## config.mk

```make
export PLATFORM = sky130hd
export DESIGN_NAME = dsp_end_flat
export DESIGN_NICKNAME = d
export VERILOG_FILES = /design/src/inc/hp_pkg.sv /design/src/inc/host_link_if.sv /design/src/rtl/dsp_end.sv /design/src/rtl/pair_buffer.sv /design/src/flat_wrapper.sv
export VERILOG_INCLUDE_DIRS = /design/src /design/src/inc
export SDC_FILE = /design/constraint.sdc
export NUM_CORES = 1
export LEC_CHECK = 0
export BUFFER_PORTS_ARGS = -buffer_cell sky130_fd_sc_hd__buf_2
export CORE_ASPECT_RATIO = 0.9
export CORE_MARGIN = 2
export CORE_UTILIZATION = 45
export CTS_CLUSTER_DIAMETER = 100
export CTS_CLUSTER_SIZE = 20
export DETAILED_ROUTE_END_ITERATION = 7
export SLEW_MARGIN = 20
export SYNTH_ARGS = -nofsm -noshare
export SYNTH_HDL_FRONTEND = slang
export SYNTH_HIERARCHICAL = 1
export SYNTH_SLANG_ARGS = --single-unit
```

## constraint.sdc

```tcl
create_clock -name clk_in -period 2.95 [get_ports clk_in]
set_clock_uncertainty 0.15 [all_clocks]
set_input_delay 0.295 -clock clk_in [delete_from_list [all_inputs] [get_ports clk_in]]
set_output_delay 0.295 -clock clk_in [all_outputs]
set_load 0.01 [all_outputs]
```

## src/inc/hp_defines.svh

```systemverilog
// Offsets, field positions, reset values and counts of the host port
`ifndef HP_DEFINES_SVH
`define HP_DEFINES_SVH

`define ADDR_W 3
`define BYTE_W 8
`define WORD_W 24
`define VEC_W 5
`define SYNC_DEPTH 2

`define A_CTRL 3'h0
`define A_CMD 3'h1
`define A_STAT 3'h2
`define A_TX_UPPER 3'h5
`define A_TX_MIDDLE 3'h6
`define A_TX_LOWER 3'h7

`define CTRL_RECEIVE_REQUEST_ENABLE 0
`define CTRL_TRANSMIT_REQUEST_ENABLE 1
`define CTRL_HF0 3
`define CTRL_HF1 4
`define CTRL_DMA 5
`define CTRL_INIT 7

`define CMD_HC 7
`define CMD_VEC_LO 0

`define STAT_RXF 0
`define STAT_TXE 1
`define STAT_TRANSMITTER_READY 2
`define STAT_HF2 3
`define STAT_HF3 4
`define STAT_DMA 6
`define STAT_HOST_REQUEST_LINE 7

`define CTRL_RESET 8'h00
`define CMD_RESET 8'h00
`define VEC_RESET 5'h00
`define INIT_CYCLES 4
`define BOOT_CTRL 8'h83

`endif

```

## src/inc/hp_pkg.sv

```systemverilog
// Types shared by both ends of the host port
package hp_pkg;
   typedef logic [23:0] word_t;
   typedef logic [7:0] byte_t;

   typedef enum logic [1:0] {
      D_IDLE = 2'b01,
      D_HOLD = 2'b10
   } dsp_state_t;

   typedef enum logic [4:0] {
      H_BOOT = 5'b00001,
      H_SETUP = 5'b00010,
      H_REQ = 5'b00100,
      H_DROP = 5'b01000,
      H_IDLE = 5'b10000
   } host_state_t;

   typedef enum logic [3:0] {
      P_WR = 4'b0001,
      P_POLL = 4'b0010,
      P_STAT = 4'b0100,
      P_USER = 4'b1000
   } host_phase_t;
endpackage

```

## src/inc/host_link_if.sv

```systemverilog
// Parallel host link between the host processor and the device
`timescale 1ns/1ns
interface host_link_if;
   logic req;
   logic write;
   logic [2:0] addr;
   logic [7:0] wdata;
   logic ack;
   logic [7:0] rdata;
   logic host_request_line_n;

   modport host_mp (
      output req,
      output write,
      output addr,
      output wdata,
      input ack,
      input rdata,
      input host_request_line_n
   );

   modport dsp_mp (
      input req,
      input write,
      input addr,
      input wdata,
      output ack,
      output rdata,
      output host_request_line_n
   );
endinterface

```

## src/rtl/dsp_end.sv

```systemverilog
// Device end of the host port: host registers, data path and status crossing
//
// Notes on behaviour
// - Host reads receive bytes only when full
// - Host writes transmit bytes only when empty
// - Transmit bytes move into the device receive path
// - Device drives the status bits the host reads
// - Host tolerates status caught mid-change
// - Host changes vector only while command clear
// - Host may clear command to cancel it
// - Device may still take a cancelled command
// - Host never changes vector when clearing command
// - Host waits for port setup before bootstrap
// - Host sets init, polls it, reads status
// - Device clears init when setup is done
// - Alternative: write request enables with init
// - Host-side bits cross to device individually
// - Flag pair accepted only when two reads agree
`timescale 1ns/1ns
`include "hp_defines.svh"
module dsp_end #(
   parameter int INIT_CYC = `INIT_CYCLES
) (
   input wire logic clk_in,
   input wire logic sys_rst_in,
   host_link_if.dsp_mp link,
   output logic [23:0] rx_word_out,
   output logic rx_valid_out,
   input wire logic rx_ready_in,
   input wire logic [23:0] tx_word_in,
   input wire logic tx_valid_in,
   output logic tx_ready_out,
   input wire logic host_flag_two_in,
   input wire logic host_flag_three_in,
   output logic cmd_exception_out,
   output logic [4:0] cmd_vector_out,
   output logic [5:0] host_status_out,
   output logic [1:0] flag_pair_out
);
   ////////////////////////////////////////////////////////////////////////
   // Link pins through two flip-flops
   logic [12:0] pin_m_r;
   logic [12:0] pin_s_r;
   logic req_s;
   logic wr_s;
   logic [2:0] addr_s;
   logic [7:0] wdata_s;

   always_ff @(posedge clk_in) begin
      if (sys_rst_in) begin
         pin_m_r <= '0;
         pin_s_r <= '0;
      end else begin
         pin_m_r <= {link.req, link.write, link.addr, link.wdata};
         pin_s_r <= pin_m_r;
      end
   end
   assign {req_s, wr_s, addr_s, wdata_s} = pin_s_r;

   ////////////////////////////////////////////////////////////////////////
   // Four-phase handshake
   hp_pkg::dsp_state_t state_r;
   logic access;
   logic ack_r;
   logic [7:0] rdata_r;

   assign access = (state_r == hp_pkg::D_IDLE) && req_s;

   always_ff @(posedge clk_in) begin
      if (sys_rst_in) begin
         state_r <= hp_pkg::D_IDLE;
         ack_r <= 1'b0;
      end else begin
         case (state_r)
            hp_pkg::D_IDLE: begin
               if (req_s) begin
                  state_r <= hp_pkg::D_HOLD;
                  ack_r <= 1'b1;
               end
            end
            hp_pkg::D_HOLD: begin
               if (!req_s) begin
                  state_r <= hp_pkg::D_IDLE;
                  ack_r <= 1'b0;
               end
            end
            default: begin
               state_r <= hp_pkg::D_IDLE;
               ack_r <= 1'b0;
            end
         endcase
      end
   end

   ////////////////////////////////////////////////////////////////////////
   // Host-visible registers
   logic [7:0] ctrl_r;
   logic hc_r;
   logic [4:0] vec_r;
   logic [23:0] tx_bytes_r;
   logic [23:0] rx_bytes_r;
   logic txe_r;
   logic rxf_r;
   logic tx_pend_r;
   logic [7:0] init_cnt_r;
   logic take;
   logic buf_in_ready;
   logic wr_ctrl;
   logic wr_cmd;
   logic wr_lower;
   logic rd_lower;
   logic host_request_line;
   logic transmitter_ready;

   assign wr_ctrl = access && wr_s && (addr_s == `A_CTRL);
   assign wr_cmd = access && wr_s && (addr_s == `A_CMD);
   assign wr_lower = access && wr_s && (addr_s == `A_TX_LOWER);
   assign rd_lower = access && !wr_s && (addr_s == `A_TX_LOWER);

   always_ff @(posedge clk_in) begin
      if (sys_rst_in) begin
         ctrl_r <= `CTRL_RESET;
         init_cnt_r <= '0;
      end else if (wr_ctrl) begin
         ctrl_r <= wdata_s;
         init_cnt_r <= wdata_s[`CTRL_INIT] ? 8'(INIT_CYC) : 8'h00;
      end else if (init_cnt_r != '0) begin
         init_cnt_r <= init_cnt_r - 8'h01;
         if (init_cnt_r == 8'h01) begin
            ctrl_r[`CTRL_INIT] <= 1'b0;
         end
      end
   end

   // Device clears on take; a host write in the same cycle wins
   always_ff @(posedge clk_in) begin
      if (sys_rst_in) begin
         hc_r <= 1'b0;
         vec_r <= `VEC_RESET;
      end else begin
         if (take) begin
            hc_r <= 1'b0;
         end
         if (wr_cmd) begin
            hc_r <= wdata_s[`CMD_HC];
            vec_r <= wdata_s[`CMD_VEC_LO +: 5];
         end
      end
   end

   always_ff @(posedge clk_in) begin
      if (sys_rst_in) begin
         tx_bytes_r <= '0;
      end else if (access && wr_s) begin
         case (addr_s)
            `A_TX_UPPER: tx_bytes_r[23:16] <= wdata_s;
            `A_TX_MIDDLE: tx_bytes_r[15:8] <= wdata_s;
            `A_TX_LOWER: tx_bytes_r[7:0] <= wdata_s;
            default: tx_bytes_r <= tx_bytes_r;
         endcase
      end
   end

   // Transmit bytes hand over to the device receive buffer
   always_ff @(posedge clk_in) begin
      if (sys_rst_in) begin
         tx_pend_r <= 1'b0;
         txe_r <= 1'b1;
      end else if (wr_lower) begin
         tx_pend_r <= 1'b1;
         txe_r <= 1'b0;
      end else if (tx_pend_r && buf_in_ready) begin
         tx_pend_r <= 1'b0;
         txe_r <= 1'b1;
      end
   end

   assign tx_ready_out = !rxf_r;

   always_ff @(posedge clk_in) begin
      if (sys_rst_in) begin
         rx_bytes_r <= '0;
         rxf_r <= 1'b0;
      end else if (tx_valid_in && !rxf_r) begin
         rx_bytes_r <= tx_word_in;
         rxf_r <= 1'b1;
      end else if (rd_lower) begin
         rxf_r <= 1'b0;
      end
   end

   pair_buffer #(
      .WIDTH(24),
      .DEPTH(2)
   ) u_rx_buf (
      .clk_in(clk_in),
      .sys_rst_in(sys_rst_in),
      .in_valid_in(tx_pend_r),
      .in_ready_out(buf_in_ready),
      .in_data_in(tx_bytes_r),
      .out_valid_out(rx_valid_out),
      .out_ready_in(rx_ready_in),
      .out_data_out(rx_word_out)
   );

   ////////////////////////////////////////////////////////////////////////
   // Read data and request line
   assign transmitter_ready = txe_r && !rx_valid_out;
   assign host_request_line = (ctrl_r[`CTRL_TRANSMIT_REQUEST_ENABLE] && rxf_r) || (ctrl_r[`CTRL_RECEIVE_REQUEST_ENABLE] && txe_r);

   always_ff @(posedge clk_in) begin
      if (sys_rst_in) begin
         rdata_r <= 8'h00;
      end else if (access && !wr_s) begin
         case (addr_s)
            `A_CTRL: rdata_r <= ctrl_r;
            `A_CMD: rdata_r <= {hc_r, 2'b00, vec_r};
            `A_STAT: begin
               rdata_r <= 8'h00;
               rdata_r[`STAT_RXF] <= rxf_r;
               rdata_r[`STAT_TXE] <= txe_r;
               rdata_r[`STAT_TRANSMITTER_READY] <= transmitter_ready;
               rdata_r[`STAT_HF2] <= host_flag_two_in;
               rdata_r[`STAT_HF3] <= host_flag_three_in;
               rdata_r[`STAT_DMA] <= ctrl_r[`CTRL_DMA];
               rdata_r[`STAT_HOST_REQUEST_LINE] <= host_request_line;
            end
            `A_TX_UPPER: rdata_r <= rx_bytes_r[23:16];
            `A_TX_MIDDLE: rdata_r <= rx_bytes_r[15:8];
            `A_TX_LOWER: rdata_r <= rx_bytes_r[7:0];
            default: rdata_r <= 8'h00;
         endcase
      end
   end

   logic host_request_line_n_r;
   always_ff @(posedge clk_in) begin
      if (sys_rst_in) begin
         host_request_line_n_r <= 1'b1;
      end else begin
         host_request_line_n_r <= !host_request_line;
      end
   end

   assign link.ack = ack_r;
   assign link.rdata = rdata_r;
   assign link.host_request_line_n = host_request_line_n_r;

   ////////////////////////////////////////////////////////////////////////
   // Host-side bits cross one by one to the device side
   logic [5:0] hbits;
   logic [5:0] hb_m_r;
   logic [5:0] hb_s_r;
   assign hbits = {ctrl_r[`CTRL_DMA], ctrl_r[`CTRL_HF1], ctrl_r[`CTRL_HF0],
                   hc_r, !rxf_r, !txe_r};

   genvar gi;
   generate
      for (gi = 0; gi < 6; gi++) begin : g_bit_sync
         always_ff @(posedge clk_in) begin
            if (sys_rst_in) begin
               hb_m_r[gi] <= 1'b0;
               hb_s_r[gi] <= 1'b0;
            end else begin
               hb_m_r[gi] <= hbits[gi];
               hb_s_r[gi] <= hb_m_r[gi];
            end
         end
      end
   endgenerate
   assign host_status_out = hb_s_r;

   ////////////////////////////////////////////////////////////////////////
   // Command exception, taken from the delayed pending bit
   logic taken_r;
   logic exc_r;
   logic [4:0] cvec_r;
   assign take = hb_s_r[2] && !taken_r;

   always_ff @(posedge clk_in) begin
      if (sys_rst_in) begin
         taken_r <= 1'b0;
         exc_r <= 1'b0;
         cvec_r <= `VEC_RESET;
      end else begin
         exc_r <= take;
         if (take) begin
            taken_r <= 1'b1;
            cvec_r <= vec_r;
         end else if (!hb_s_r[2]) begin
            taken_r <= 1'b0;
         end
      end
   end
   assign cmd_exception_out = exc_r;
   assign cmd_vector_out = cvec_r;

   ////////////////////////////////////////////////////////////////////////
   // Flag pair read twice, accepted on agreement
   logic [1:0] pair_prev_r;
   logic [1:0] pair_r;
   always_ff @(posedge clk_in) begin
      if (sys_rst_in) begin
         pair_prev_r <= 2'h0;
         pair_r <= 2'h0;
      end else begin
         pair_prev_r <= hb_s_r[4:3];
         if (pair_prev_r == hb_s_r[4:3]) begin
            pair_r <= hb_s_r[4:3];
         end
      end
   end
   assign flag_pair_out = pair_r;
endmodule

```

## src/rtl/pair_buffer.sv

```systemverilog
// Two-entry valid/ready buffer
`timescale 1ns/1ns
module pair_buffer #(
   parameter int WIDTH = 24,
   parameter int DEPTH = 2
) (
   input wire logic clk_in,
   input wire logic sys_rst_in,
   input wire logic in_valid_in,
   output logic in_ready_out,
   input wire logic [WIDTH-1:0] in_data_in,
   output logic out_valid_out,
   input wire logic out_ready_in,
   output logic [WIDTH-1:0] out_data_out
);
   localparam int PW = $clog2(DEPTH);
   logic [WIDTH-1:0] mem_r [DEPTH];
   logic [PW-1:0] wr_ptr_r;
   logic [PW-1:0] rd_ptr_r;
   logic [PW:0] count_r;
   logic push;
   logic pop;

   assign in_ready_out = (count_r != (PW+1)'(DEPTH));
   assign out_valid_out = (count_r != '0);
   assign out_data_out = mem_r[rd_ptr_r];
   assign push = in_valid_in && in_ready_out;
   assign pop = out_valid_out && out_ready_in;

   always_ff @(posedge clk_in) begin
      if (push) begin
         mem_r[wr_ptr_r] <= in_data_in;
      end
   end

   always_ff @(posedge clk_in) begin
      if (sys_rst_in) begin
         wr_ptr_r <= '0;
         rd_ptr_r <= '0;
         count_r <= '0;
      end else begin
         if (push) begin
            wr_ptr_r <= (wr_ptr_r == PW'(DEPTH-1)) ? '0 : wr_ptr_r + 1'b1;
         end
         if (pop) begin
            rd_ptr_r <= (rd_ptr_r == PW'(DEPTH-1)) ? '0 : rd_ptr_r + 1'b1;
         end
         count_r <= count_r + (PW+1)'(push) - (PW+1)'(pop);
      end
   end
endmodule
```

## src/flat_wrapper.sv

```systemverilog
// flat-port wrapper written by rule: the top's interface ports become plain ports
module dsp_end_flat 
#(
   parameter int INIT_CYC = `INIT_CYCLES
)
  (clk_in, sys_rst_in, rx_word_out, rx_valid_out, rx_ready_in, tx_word_in, tx_valid_in, tx_ready_out, host_flag_two_in, host_flag_three_in, cmd_exception_out, cmd_vector_out, host_status_out, flag_pair_out, link_req, link_write, link_addr, link_wdata, link_ack, link_rdata, link_host_request_line_n);
  host_link_if link_i ();
  input wire logic clk_in;
  input wire logic sys_rst_in;
  output logic [23:0] rx_word_out;
  output logic rx_valid_out;
  input wire logic rx_ready_in;
  input wire logic [23:0] tx_word_in;
  input wire logic tx_valid_in;
  output logic tx_ready_out;
  input wire logic host_flag_two_in;
  input wire logic host_flag_three_in;
  output logic cmd_exception_out;
  output logic [4:0] cmd_vector_out;
  output logic [5:0] host_status_out;
  output logic [1:0] flag_pair_out;
  input wire logic [$bits(link_i.req)-1:0] link_req;
  input wire logic [$bits(link_i.write)-1:0] link_write;
  input wire logic [$bits(link_i.addr)-1:0] link_addr;
  input wire logic [$bits(link_i.wdata)-1:0] link_wdata;
  output wire logic [$bits(link_i.ack)-1:0] link_ack;
  output wire logic [$bits(link_i.rdata)-1:0] link_rdata;
  output wire logic [$bits(link_i.host_request_line_n)-1:0] link_host_request_line_n;
  assign link_i.req = link_req;
  assign link_i.write = link_write;
  assign link_i.addr = link_addr;
  assign link_i.wdata = link_wdata;
  assign link_ack = link_i.ack;
  assign link_rdata = link_i.rdata;
  assign link_host_request_line_n = link_i.host_request_line_n;
  dsp_end #(.INIT_CYC(INIT_CYC)) u_core (.clk_in(clk_in), .sys_rst_in(sys_rst_in), .link(link_i), .rx_word_out(rx_word_out), .rx_valid_out(rx_valid_out), .rx_ready_in(rx_ready_in), .tx_word_in(tx_word_in), .tx_valid_in(tx_valid_in), .tx_ready_out(tx_ready_out), .host_flag_two_in(host_flag_two_in), .host_flag_three_in(host_flag_three_in), .cmd_exception_out(cmd_exception_out), .cmd_vector_out(cmd_vector_out), .host_status_out(host_status_out), .flag_pair_out(flag_pair_out));
endmodule
```

==> flow_summary.toml <==
[status]
status = "finished clean"

[clock_network]
hold_buffers = 37
cts_setup_buffers = 0
cts.sinks = 186
tritoncts = "done"
h-tree-depth = 4
postCtsResizedCells = 0
cts.path.max_buffers = 2
insertion_delay_ns = 0.43
cts_buffers = 17
cts_root_buffer = "clkbuf_16"
clk_pin_slew_ns = 0.06

[finish]
final_common_cell = "dfxtp_1"
final_area_sq_um = 8510
drive_above_1_share_pct = 23.0
layout_common_cells = "dfxtp_1 (138), buf_2 (91), nand2_1 (70), nor2_1 (59), edfxtp_1 (48)"
diodes = 0
syn2layout_area_growth_pct = 22.2
nets = 790

[yosys]
ys_seq_area_share_pct = 60.3
yosysWarnings = 6
synth-xor-area-share_pct = 1.13
ys_ff_latch = 186
muxShareOfSynthArea_pct = 11.2
synth.distinct_cells = 61
postSynthCellCount = 616
synth_fp_nets = 663
synth_compound_area_share_pct = 8.19
syn_area_sq_um = 6970
synth_fa_ha_area_share_pct = 0.718
async_reset_ff_share_pct = 0
synth_top_family_by_area = "simple AND/OR/NAND/NOR gates"
synthSimpleGateAreaFrac_pct = 15.8
synth_edf_count = 48
avgSynthCellArea_sq_um = 11.3
synth_top_flop_cell = "dfxtp_1"

[die]
start_util_pct = 45.6
die-area_sq_um = 16500
core_area_sq_um = 15300
fp-row-count = 43
die_x_microns = 135
dieHeight_microns = 122
io-pin-count = 93

[route]
drc = 0
firstDrtPassIters = 6
drtIter0Drc = 357
vias = 4796
drt-vias-per-instance = 5.01
wl_per_cell_microns = 14.9
antenna_left = 0
postRouteWirelength_microns = 14300

[global_routing]
grt_pass1_wl_microns = 22900
overflow = 0
grtUsageTotal_pct = 18.4
grt_max_degree = 75
grt_antenna_before_repair = 0
first_global_vias = 4464

[worst_setup_path]
endpoint_kind = "flip-flop"
crit_type = "flip-flop to flip-flop"
required_ns = 3.09
cp_max_fo = 22
start_kind = "flip-flop"
worstPathArrival_ns = 2.45

[place]
place_area_sq_um = 7610
portBuffers = 92
dp_hpwl_microns = 9640
place_congestion = 0.890

[timing]
hold_viol_final = 0
setup_viol_count_final = 0
finalCriticalPeriod_ns = 2.31
relSlewSlack_pct = 38.8
fmax_ghz = 0.434
final_max_slew_viol_count = 0
finalCritPeriodShare_pct = 78.2
rsz0062_at_grt = "no"
finalSetupTns_ns = 0
worst_slew_pin_slew_ns = 0.915

[run]
cap_violations = 0

[power]
p_leak_nw = 3.34
peakVddDrop_mv = 0.466
powerDensity_nw_per_um2 = 625

[hold_path]
hp-class = "input port to flip-flop"
flip-flops by register name, summed over array words and instances (netlist names), 2 cells and up, named ones only:
register / count
u_core/tx_bytes_r: 24
u_core/ctrl_r: 8
u_core/host_status_out: 6
u_core/flag_pair_out: 2
u_core/u_rx_buf/mem_r: 48
u_core/pair_prev_r: 2
u_core/link.rdata: 8
u_core/state_r: 2
u_core/hb_m_r: 6
u_core/pin_m_r: 13
u_core/u_rx_buf/count_r: 2
u_core/cmd_vector_out: 5
u_core/vec_r: 5
u_core/rx_bytes_r: 24
u_core/init_cnt_r: 8
u_core/pin_s_r: 13
Yosys cell counts, types with 4 or more instances:
cell type / n / area [sq um]
nor2_1: 59 / 221
xnor2_1: 5 / 43.8
a32o_1: 4 / 40.0
mux2i_1: 44 / 440
dfxtp_1: 138 / 2760
o21ai_0: 8 / 40.0
ha_1: 4 / 50.1
edfxtp_1: 48 / 1440
xor2_1: 4 / 35.0
nand3_1: 10 / 50.1
mux2_2: 29 / 327
clkbuf_1: 16 / 60.1
buf_2: 8 / 40.0
nor2b_1: 43 / 269
nand2_1: 70 / 263
nand2b_1: 6 / 37.5
inv_1: 9 / 33.8
a21oi_1: 45 / 225
power breakdown:
group	internal [mW]	total (mW)	switching, mW
Sequential	2.69	2.77	0.0834
Combinational	0.250	0.528	0.278
Clock	1.12	2.03	0.907
Total	4.05	5.32	1.27
worst max-delay path, cell delays in order (launching register included):
cell and delay, ns:
dfxtp_1 0.91, nand2_1 0.25, nor3_4 0.53, mux2i_1 0.26, nor2_1 0.06
cell type report:
type	count	area, sq um
Multi-Input combinational cell	390	2580
Clock buffer	22	464
Sequential cell	186	4200
Inverter	9	33.8
Tap cell	202	253
Timing Repair Buffer	139	908
Fill cell	1369	6770
Clock inverter	10	68.8
metal layers:
| metal | wire length, microns | vias up | part of all wire (%) | track usage (%) |
|---|---|---|---|---|
| met5 | 0 | - | 0 | 0 |
| met1 | 6690 | 2255 | 47 | 24.7 |
| met3 | 770 | 20 | 5.4 | 4.74 |
| li1 | - | 2403 | - | - |
| met2 | 6470 | 118 | 45 | 27.9 |
| met4 | 322 | 0 | 2.3 | 8.40 |
cell families after synthesis:
group | count (synthesis)
xor+xnor | 9
compound gates | 88
simple gates | 215
buf+inv | 40
fa+ha+maj | 4
mux | 74
flops | 186
stage by stage:
| step | util [%] | hold WS [ns] | setup slack, ns | total power, mW | std cells |
|---|---|---|---|---|---|
| 5_1_grt | 55.7 | 0.161 | 0.419 | 5.57 | 958 |
| 3_3_place_gp | 49.8 | 0.244 | 0.715 | 3.29 | 889 |
| 3_5_place_dp | 49.8 | 0.249 | 0.627 | 3.31 | 889 |
| 2_1_floorplan | - | 0.214 | 1.16 | 3.18 | 616 |
| 6_report | 55.7 | 0.142 | 0.643 | 5.32 | 958 |
| 4_1_cts | 55.7 | 0.122 | 0.637 | 5.39 | 958 |
worst paths after layout:
check | start | end | slack (ns) | cells past startpoint
worst max-delay path | u_core/pin_s_r[9]$_SDFF_PP0_ | u_core/tx_bytes_r[8]$_SDFFE_PP0P_ | 0.64 | 4
worst min-delay path | rx_ready_in | u_core/u_rx_buf/rd_ptr_r$_SDFFE_PP0P_ | 0.14 | 4
worst max register to register | u_core/pin_s_r[9]$_SDFF_PP0_ | u_core/tx_bytes_r[8]$_SDFFE_PP0P_ | 0.64 | 4
worst min register to register | u_core/taken_r$_SDFFE_PP0P_ | u_core/cmd_exception_out$_SDFF_PP0_ | 0.26 | 1
(Power assumes the default switching activity.)
